`src/design/stc_regs.svh`:
```
// constants for the three channel system timer
// assumes inclusion by bare name from the design files
`ifndef STC_REGS_SVH
`define STC_REGS_SVH
`define STC_CNT_W        16
`define STC_NUM_CH       3
`define STC_KB_CH        0
`define STC_BAUD_CH      1
`define STC_INT_CH       2
`define STC_CNT_RST      16'h0000
`define STC_MODE_RST     2'h0
`define STC_PCLK_KHZ     2457.6
`define STC_CLK_MHZ      200
`endif

```
`src/design/stc_pkg.sv`:
```
// types shared by the system timer files
// assumes stc_regs.svh on the include path
`default_nettype none
`include "stc_regs.svh"
package stc_pkg;
	typedef enum logic [1:0] {
		STC_MODE_NONE = 2'h0,
		STC_MODE_RATE = 2'h2,
		STC_MODE_SQR  = 2'h3
	} stc_mode_t;
	// one channel program write
	typedef struct packed {
		logic                  wr;
		logic [1:0]            ch;
		stc_mode_t             mode;
		logic [`STC_CNT_W-1:0] count;
	} stc_prog_t;
	// channel outputs
	typedef struct packed {
		logic kb_rate;
		logic baud;
		logic irq;
	} stc_out_t;
endpackage
`default_nettype wire

```
`src/design/stc_chan.sv`:
```
// one counter channel: rate generator or square wave, 16-bit binary
// assumes a one-cycle tick marks each rising edge of its counting clock
`default_nettype none
`include "stc_regs.svh"
module stc_chan
	import stc_pkg::*;
#(
	parameter int CW = `STC_CNT_W
) (
	input  wire logic          clk,      // system clock
	input  wire logic          nrst,     // sync reset, low
	input  wire logic          tick,     // counting clock edge
	input  wire logic          wr,       // program strobe
	input  wire stc_mode_t     mode_in,  // mode written
	input  wire logic [CW-1:0] count_in, // count written, 0 means 2^CW
	output logic               out,      // channel output
	output logic               pulse     // one cycle per period end
);
	typedef struct packed {
		stc_mode_t     mode;
		logic [CW-1:0] load;
		logic [CW-1:0] cnt;
		logic          armed;
		logic          out;
		logic          pulse;
	} stc_chan_st_t;
	stc_chan_st_t st_r, st_nxt;
	logic [CW-1:0] half;
	// half of the load; a zero load stands for 2^CW, so its half is the top bit alone
	assign half = {st_r.load == '0, st_r.load[CW-1:1]};
	////////////////////////////////////////////////////////////////
	// counting; zero load wraps through full range so acts as 2^CW
	always_comb begin
		st_nxt = st_r;
		st_nxt.pulse = 1'b0;
		if (wr) begin
			st_nxt.mode  = mode_in;
			st_nxt.load  = count_in;
			st_nxt.cnt   = count_in;
			// only the two counting modes arm; an unused code leaves the channel idle
			st_nxt.armed = (mode_in == STC_MODE_RATE) || (mode_in == STC_MODE_SQR);
			st_nxt.out   = (mode_in == STC_MODE_RATE) || (mode_in == STC_MODE_SQR);
		end else if (st_r.armed && tick) begin
			unique case (st_r.mode)
				STC_MODE_RATE: begin
					if (st_r.cnt == CW'(2)) begin
						st_nxt.out = 1'b0;
						st_nxt.cnt = st_r.cnt - CW'(1);
					end else if (st_r.cnt == CW'(1)) begin
						st_nxt.out   = 1'b1;
						st_nxt.pulse = 1'b1;
						st_nxt.cnt   = st_r.load;
					end else begin
						st_nxt.out = 1'b1;
						st_nxt.cnt = st_r.cnt - CW'(1);
					end
				end
				STC_MODE_SQR: begin
					// high for ceil(n/2), low for floor(n/2); a count of 1 gives one tick high, one tick low
					if (st_r.cnt == CW'(1)) begin
						st_nxt.out = ~st_r.out;
						st_nxt.cnt = st_r.load;
						st_nxt.pulse = ~st_r.out;
					end else if (st_r.cnt == half + CW'(1)
						&& st_r.out && st_r.load != CW'(1)) begin
						st_nxt.out = 1'b0;
						st_nxt.cnt = half;
					end else begin
						st_nxt.cnt = st_r.cnt - CW'(1);
					end
				end
				default: begin
					st_nxt.armed = 1'b0;
				end
			endcase
		end
	end
	////////////////////////////////////////////////////////////////
	// state register
	always_ff @(posedge clk) begin
		if (!nrst) begin
			st_r <= '0;
		end else begin
			st_r <= st_nxt;
		end
	end
	assign out   = st_r.out;
	assign pulse = st_r.pulse;
endmodule
`default_nettype wire

```
`src/design/stc_top.sv`:
```
// three channel system timer: keyboard clock, baud clock, interval irq
// assumes PCLK_TICK marks each rising edge of the peripheral clock
`default_nettype none
`include "stc_regs.svh"
module stc_top
	import stc_pkg::*;
#(
	parameter int NCH = `STC_NUM_CH
) (
	input  wire logic                  CLK,           // 200 MHz clock
	input  wire logic                  NRST,          // sync reset, low
	input  wire logic                  PCLK_TICK,     // peripheral clock edge
	input  wire stc_prog_t             PROG,          // channel program write
	output logic                       KEYBOARD_RATE_CLOCK, // channel 0 out
	output logic                       BAUD_CLOCK,    // channel 1 out
	output logic                       TIMER_IRQ      // channel 2 period-end pulse
);
	typedef struct packed {
		logic     kb_d;
		stc_out_t o;
	} stc_top_st_t;
	stc_top_st_t st_r, st_nxt;
	logic [NCH-1:0] ch_out;
	logic [NCH-1:0] ch_pulse;
	logic [NCH-1:0] ch_tick;
	////////////////////////////////////////////////////////////////
	// clock routing; channel 2 counts on rising edges of channel 0 out
	assign ch_tick[`STC_KB_CH]   = PCLK_TICK;
	assign ch_tick[`STC_BAUD_CH] = PCLK_TICK;
	assign ch_tick[`STC_INT_CH]  = ch_out[`STC_KB_CH] & ~st_r.kb_d;
	////////////////////////////////////////////////////////////////
	// channels share one program bus, picked by channel index; channel 2 is clocked by channel 0
	for (genvar i = 0; i < NCH; i++) begin : g_ch
		stc_chan u_ch (
			.clk      (CLK),
			.nrst     (NRST),
			.tick     (ch_tick[i]),
			.wr       (PROG.wr && PROG.ch == 2'(i)),
			.mode_in  (PROG.mode),
			.count_in (PROG.count),
			.out      (ch_out[i]),
			.pulse    (ch_pulse[i])
		);
	end
	////////////////////////////////////////////////////////////////
	// output staging; irq follows the channel 2 period-end pulse, one per period
	always_comb begin
		st_nxt = st_r;
		st_nxt.kb_d      = ch_out[`STC_KB_CH];
		st_nxt.o.kb_rate = ch_out[`STC_KB_CH];
		st_nxt.o.baud    = ch_out[`STC_BAUD_CH];
		st_nxt.o.irq     = ch_pulse[`STC_INT_CH];
	end
	always_ff @(posedge CLK) begin
		if (!NRST) begin
			st_r <= '0;
		end else begin
			st_r <= st_nxt;
		end
	end
	assign KEYBOARD_RATE_CLOCK = st_r.o.kb_rate;
	assign BAUD_CLOCK          = st_r.o.baud;
	assign TIMER_IRQ           = st_r.o.irq;
endmodule
`default_nettype wire

```
`config.mk`:
```
export PLATFORM = sky130hd
export DESIGN_NAME = stc_top
export DESIGN_NICKNAME = d
export VERILOG_FILES = /design/src/design/stc_pkg.sv /design/src/design/stc_chan.sv /design/src/design/stc_top.sv
export VERILOG_INCLUDE_DIRS = /design/src /design/src/design
export SDC_FILE = /design/constraint.sdc
export NUM_CORES = 1
export LEC_CHECK = 0
export BUFFER_PORTS_ARGS = -buffer_cell sky130_fd_sc_hd__buf_4
export CORE_MARGIN = 2
export CORE_UTILIZATION = 58
export DETAILED_ROUTE_END_ITERATION = 10
export MAX_ROUTING_LAYER = met4
export PLACE_DENSITY = 0.77
export REMOVE_ABC_BUFFERS = 1
export SYNTH_ARGS = -nofsm -noshare
export SYNTH_HDL_FRONTEND = slang
export SYNTH_SLANG_ARGS = --single-unit
```
`constraint.sdc`:
```
create_clock -name CLK -period 2.6 [get_ports CLK]
set_input_delay 0.26 -clock CLK [delete_from_list [all_inputs] [get_ports CLK]]
set_output_delay 0.26 -clock CLK [all_outputs]
set_load 0.01 [all_outputs]
```
* After elaboration in Yosys (flattened, before gate mapping)
Cells that the tools add are included.
Storage, ports and cells: register bits after elaboration 112, input port bits 24, output and inout port bits 3, word-level logic and storage cells 141
Operators by class: add/sub/neg operators 6, equality and inequality tests 28, mux-type cells 45, bitwise operators 7, reductions and logical operators 36
Operators by type and width (count):
- 16-bit 2-to-1 mux | 12
- 16-bit case mux with 2 select lines | 3
- 19-bit 2-to-1 mux | 3
- 18-bit 2-to-1 mux | 3
- 16-bit by 1-bit adder with 16-bit output (second input constant) | 3
- 16-bit by 1-bit == test with 1-bit output (second input constant) | 3
- 16-bit == test | 3
- 16-bit by 2-bit == test with 1-bit output (second input constant) | 3
- 16-bit zero test | 3
- 16-bit by 1-bit != test with 1-bit output (second input constant) | 3
- 16-bit by 1-bit subtractor with 16-bit output (second input constant) | 3
- 1-bit 2-to-1 mux | 21
- 2-bit == test (second input constant) | 9
- 1-bit logical AND | 12
- 4-bit by 1-bit != test with 1-bit output (second input constant) | 3
- 2-bit case mux with 2 select lines | 3
- 2-bit AND reduction | 6
- 3-bit AND reduction | 3
- 3-bit nonzero test | 3
- 2-bit by 1-bit != test with 1-bit output (second input constant) | 3
- 1-bit NOT | 6
- 2-bit nonzero test | 3
- 2-bit OR reduction | 3
- 3-bit OR reduction | 1
- other kinds (4) | 4

* Longest topological paths before layout
word-level depth 10, gate-level depth with buffers 11, gate-level depth less buffers 9

* Cells and area by module
A second synthesis with hierarchy kept.
Second synthesis, totals: cell total of the unflattened synthesis 1375, area total of the unflattened synthesis 10581.4 sq um
Modules (own cells, without submodules):
- stc_chan (g_ch[2].u_ch) | instances 1, cells each 448, area an instance 3523.4 sq um, seq. area each 740.7 sq um
- stc_chan (g_ch[1].u_ch) | instances 1, cells each 473, area an instance 3502.1 sq um, seq. area each 740.7 sq um
- stc_chan (g_ch[0].u_ch) | instances 1, cells each 444, area an instance 3440.8 sq um, seq. area each 740.7 sq um
- stc_top | instances 1, cells each 10, area an instance 115.1 sq um, seq. area each 60.1 sq um

* Worst setup path before layout
OpenSTA, ideal clock, no wires.
path kind register to register, from register g_ch[0].u_ch.st_r[5] (netlist bit), to register g_ch[0].u_ch.st_r[14] (netlist bit), setup time 0.122 ns, arrival 2.511 ns, path slack -0.033 ns, cell stages (with the launch flop) 9, buffers on the path 1, cell sequence dfxtp_1 > buf_6 > or4_4 > nor4_4 > nand2_2 > or3_1 > xnor2_1 > or3b_2 > o311a_1
On the way: cells in the longest elaborated chain, start to end 8
Ends and longest elaborated chain:
- start: declaration | line stc_chan.sv:27 | stc_chan_st_t st_r, st_nxt;
- start signal: assignment | line stc_chan.sv:84 | st_r <= st_nxt;
- branches (longest 5 deep; another with 16-bit by 1-bit subtractor with 16-bit output)
- 16-bit case mux with 2 select lines (*) | line stc_chan.sv:44 | unique case (st_r.mode)
- 19-bit 2-to-1 mux (*) | line stc_chan.sv:43 | end else if (st_r.armed && tick) begin
- 18-bit 2-to-1 mux (*) | line stc_chan.sv:36 | if (wr) begin
Every way passes the cells marked *. The select of a mux whose other input is x is not followed. A chain may end at the register's enable or synchronous reset.

* Final worst setup path
from register g_ch[0].u_ch.st_r, in the netlist g_ch[0].u_ch.half[0], to register g_ch[0].u_ch.st_r[14] (netlist bit)
On the way: cells in the longest elaborated chain, start to end 10
Ends and longest elaborated chain:
- 16-bit zero test | line stc_chan.sv:30 | assign half = {st_r.load == '0, st_r.load[CW-1:1]};
- 16-bit by 1-bit adder with 16-bit output | line stc_chan.sv:64 | end else if (st_r.cnt == half + CW'(1)
- 16-bit == test | line stc_chan.sv:64
- 1-bit logical AND | line stc_chan.sv:65 | && st_r.out && st_r.load != CW'(1)) begin
- 1-bit logical AND (*) | line stc_chan.sv:65
- 16-bit 2-to-1 mux (*) | line stc_chan.sv:64
- 16-bit 2-to-1 mux (*) | line stc_chan.sv:60 | if (st_r.cnt == CW'(1)) begin
- 16-bit case mux with 2 select lines (*) | line stc_chan.sv:44
- 19-bit 2-to-1 mux (*) | line stc_chan.sv:43
- 18-bit 2-to-1 mux (*) | line stc_chan.sv:36
Mark *: on every way between the ends. The rest lies on a longest branch, timed or not. The select of a mux whose other input is x is not followed.

==> results.txt <==
Status: finished, final reports clean
# rows: 44
1st-pass router iterations: 8
Core area: 0.0146 mm²
Unrepaired setup endpoints after global routing: true
FMAX: 387 MHz
Layout filler cell count: 1184
Yosys warnings: 0
Routed Antenna Nets: 0
Number of synthesized flops with an enable pin: 0
DRT iter0 DRCs: 1260
Setup Skew: 11.4 ps
Height of the die: 127 µm
Avg WL per Cell: 20.2 µm
Vias in the first global route: 9029
GRT overflow: 0
Initial Util: 59.7%
Nets: 1327
Max stage delay on crit path: 470 ps
Number of vias per cell: 6.62
Hpwl dp: 21600 µm
# placed instances: 1451
Mapped Avg Cell Area: 7.19 µm²
Final Hold Vio Count: 0
CTS Hold Bufs: 0
Worst-path clk slew: 80 ps
Remaining DRCs: 0
Die Width: 127 µm
Fin area: 0.0105 mm²
Critical Path, Cell by Cell: buf_4 -> nor4_2 -> nand2_1 -> nor2_4 -> xor2_1 -> nor3_1 -> o21ai_4 -> buf_2 -> or3b_2 -> o311a_1
Diodes inserted: 0
Max cap viols: 0
VDD IR max: 0.355 mV
Vias: 9799
WS Path Type: flip-flop to flip-flop
Synth Flop Type: dfxtp_1
Final setup viols: 0
Total track usage: 36.9%
CTS tree: yes
GPL Wtd Cong: 1.03
Clock tree buffer depth: 2
Least-Margin Pin Slew: 980 ps
Critical-path top delay cell: or3b_2
Post-synthesis instance total: 1211
Worst EP required: 2850 ps
Max-slew violations: 0
Clk_lat worst skew: 360 ps
Register area share after synthesis: 25.8%
Largest net degree at the start of global routing: 39
Die area: 0.0160 mm²
Hold Crit Class: input port to flip-flop
Delay-heaviest family, CP: simple AND/OR/NAND/NOR gates
TritonCTS buffer count: 9
Power consumption: 0.00443 W
Overall routed net length: 30000 µm
Htree depth: 3
Crit share post-route: 99.4%
Crit-path max FO: 7
Post-route minimum period: 2580 ps
Area post-placement: 0.00969 mm²
Root buffer cell: clkbuf_16
P_leak: 4.20 nW
Initial antenna violation count: 0
CTS sink cnt: 112
Seq cells post-synth: 112
Io pins: 27
Slew headroom: 34.4%
Buffers on Ports: 26
Setup Total Neg Slack: 0 ps
Post-Layout Cell Count: 1480
CP arrival: 2830 ps
Ys async rst share: 0%
Synthesized cell area: 0.00870 mm²
Power per standard cell area: 422 mW/mm²
Cell variety after synth: 77
Area Growth Syn to Fin: 20.7%
First-pass GRT wire length: 46700 µm
Buffers & Inverters on Critical Path: 2
Fraction of final layout cells sized beyond drive strength 1: 22.0%
Crit. End Element: flip-flop
Kind of start point of the critical path: flip-flop
-- timing repair --
action / CTS / global route
setup endpoints to repair: 14 / 48
pin swaps: 1 / 32
gates resized for setup: 3 / 105
buffers inserted: 0 / 12
gates cloned: 0 / 1
-- flip-flops by register name, indices dropped and copies added (netlist names) --
signal	flops
g_ch.u_ch.out	3
g_ch.u_ch.st_r	60
KEYBOARD_RATE_CLOCK	1
BAUD_CLOCK	1
g_ch.u_ch.half	45
TIMER_IRQ	1
g_ch.u_ch.pulse	1
-- power by group --
group	leakage, nW	internal (W)	switching (W)
Sequential	0.921	0.00177	0.0000908
Combinational	3.14	0.000501	0.000665
Clock	0.139	0.000710	0.000694
-- Yosys cell counts, types with 4 or more instances --
cell	count	area, µm²
a211oi_1	10	75.1
a21boi_0	25	188
a21oi_1	87	435
a221oi_1	10	87.6
a31oi_1	30	188
and2_1	8	50.1
and3_1	20	125
and3b_1	4	35.0
and4_1	9	78.8
buf_1	6	22.5
buf_2	22	110
clkbuf_1	69	259
dfxtp_1	112	2240
ha_1	12	150
inv_1	36	135
mux2i_1	18	180
nand2_1	237	890
nand2b_1	7	43.8
nand3_1	45	225
nand3b_1	4	30.0
nand4_1	24	150
nand4b_1	5	43.8
nor2_1	45	169
nor3_1	32	160
nor3b_1	7	52.6
nor4_1	33	206
o211a_1	4	40.0
o211ai_1	12	90.1
o21a_1	4	30.0
o21ai_0	39	195
o21ai_1	5	25.0
o221ai_1	27	236
o311a_1	5	50.1
o31ai_1	8	60.1
or2_2	4	25.0
or3_1	14	87.6
or4_1	12	90.1
xnor2_1	59	517
xor2_1	36	315
-- cells by family after synthesis --
group,share of synthesized area (%)
AND/OR/NAND/NOR,30.8
AO/OA/AOI/OAI,23.6
buffers and inverters,6.53
flip-flops,25.8
XOR/XNOR,9.56
multiplexers,2.07
adder cells (fa/ha/maj),1.73
-- tightest hold or removal path: stages --
cell     delay [ps]
buf_4           140
nand2_1          60
a21oi_1          50
-- layout make-up --
type	count	area, µm²	area share (%)
Tap cell	184	230	2.19
Clock inverter	5	37.5	0.357
Sequential cell	112	2280	21.7
Inverter	36	135	1.29
Clock buffer	11	253	2.41
Timing Repair Buffer	170	1310	12.4
Multi-Input combinational cell	962	6260	59.6
-- path summary, 6_finish.rpt --
| check | from | to | slack [ps] | depth (start not counted) |
|---|---|---|---|---|
| min reg2reg | g_ch[2].u_ch.pulse$_SDFF_PP0_ | TIMER_IRQ$_SDFF_PN0_ | 440 | 1 |
| max reg2reg | g_ch[0].u_ch.half[0]$_SDFFE_PN0P_ | g_ch[0].u_ch.st_r[14]$_SDFFE_PN0P_ | 20 | 10 |
| min | PROG[0] | g_ch[0].u_ch.st_r[19]$_SDFFE_PN0P_ | 190 | 3 |
| max | g_ch[0].u_ch.half[0]$_SDFFE_PN0P_ | g_ch[0].u_ch.st_r[14]$_SDFFE_PN0P_ | 20 | 10 |
-- stage by stage --
step / setup slack, ps / utilization, % / hold WS (ps)
floorplan: -445 / - / 368
global placement: -22.1 / 66.4 / 414
detailed placement: -39.7 / 66.4 / 426
CTS: 2.23 / 68.4 / 191
global route: -81.1 / 72.0 / 206
finish: 15.1 / 72.0 / 193
-- routing by layer --
| layer | share of wire, % | track usage (%) | vias up |
|---|---|---|---|
| met5 | 0 | - | - |
| met2 | 45 | 56.1 | 585 |
| li1 | - | - | 4571 |
| met3 | 10 | 8.01 | 99 |
| met1 | 41 | 48.8 | 4544 |
| met4 | 3.7 | 12.5 | 0 |
-- placed cells by master, fill, tap and decap left out, types with 14 or more instances in the layout --
cell,count
a21boi_0,24
a21oi_1,87
a31oi_1,29
and3_1,19
buf_4,160
dfxtp_1,90
dfxtp_2,19
inv_1,35
mux2i_1,18
nand2_1,235
nand3_1,41
nand4_1,24
nor2_1,42
nor3_1,28
nor4_1,21
o21ai_0,37
o221ai_1,27
or3_1,14
xnor2_1,59
xor2_1,35
No activity file was read; power rests on OpenSTA's default activity.
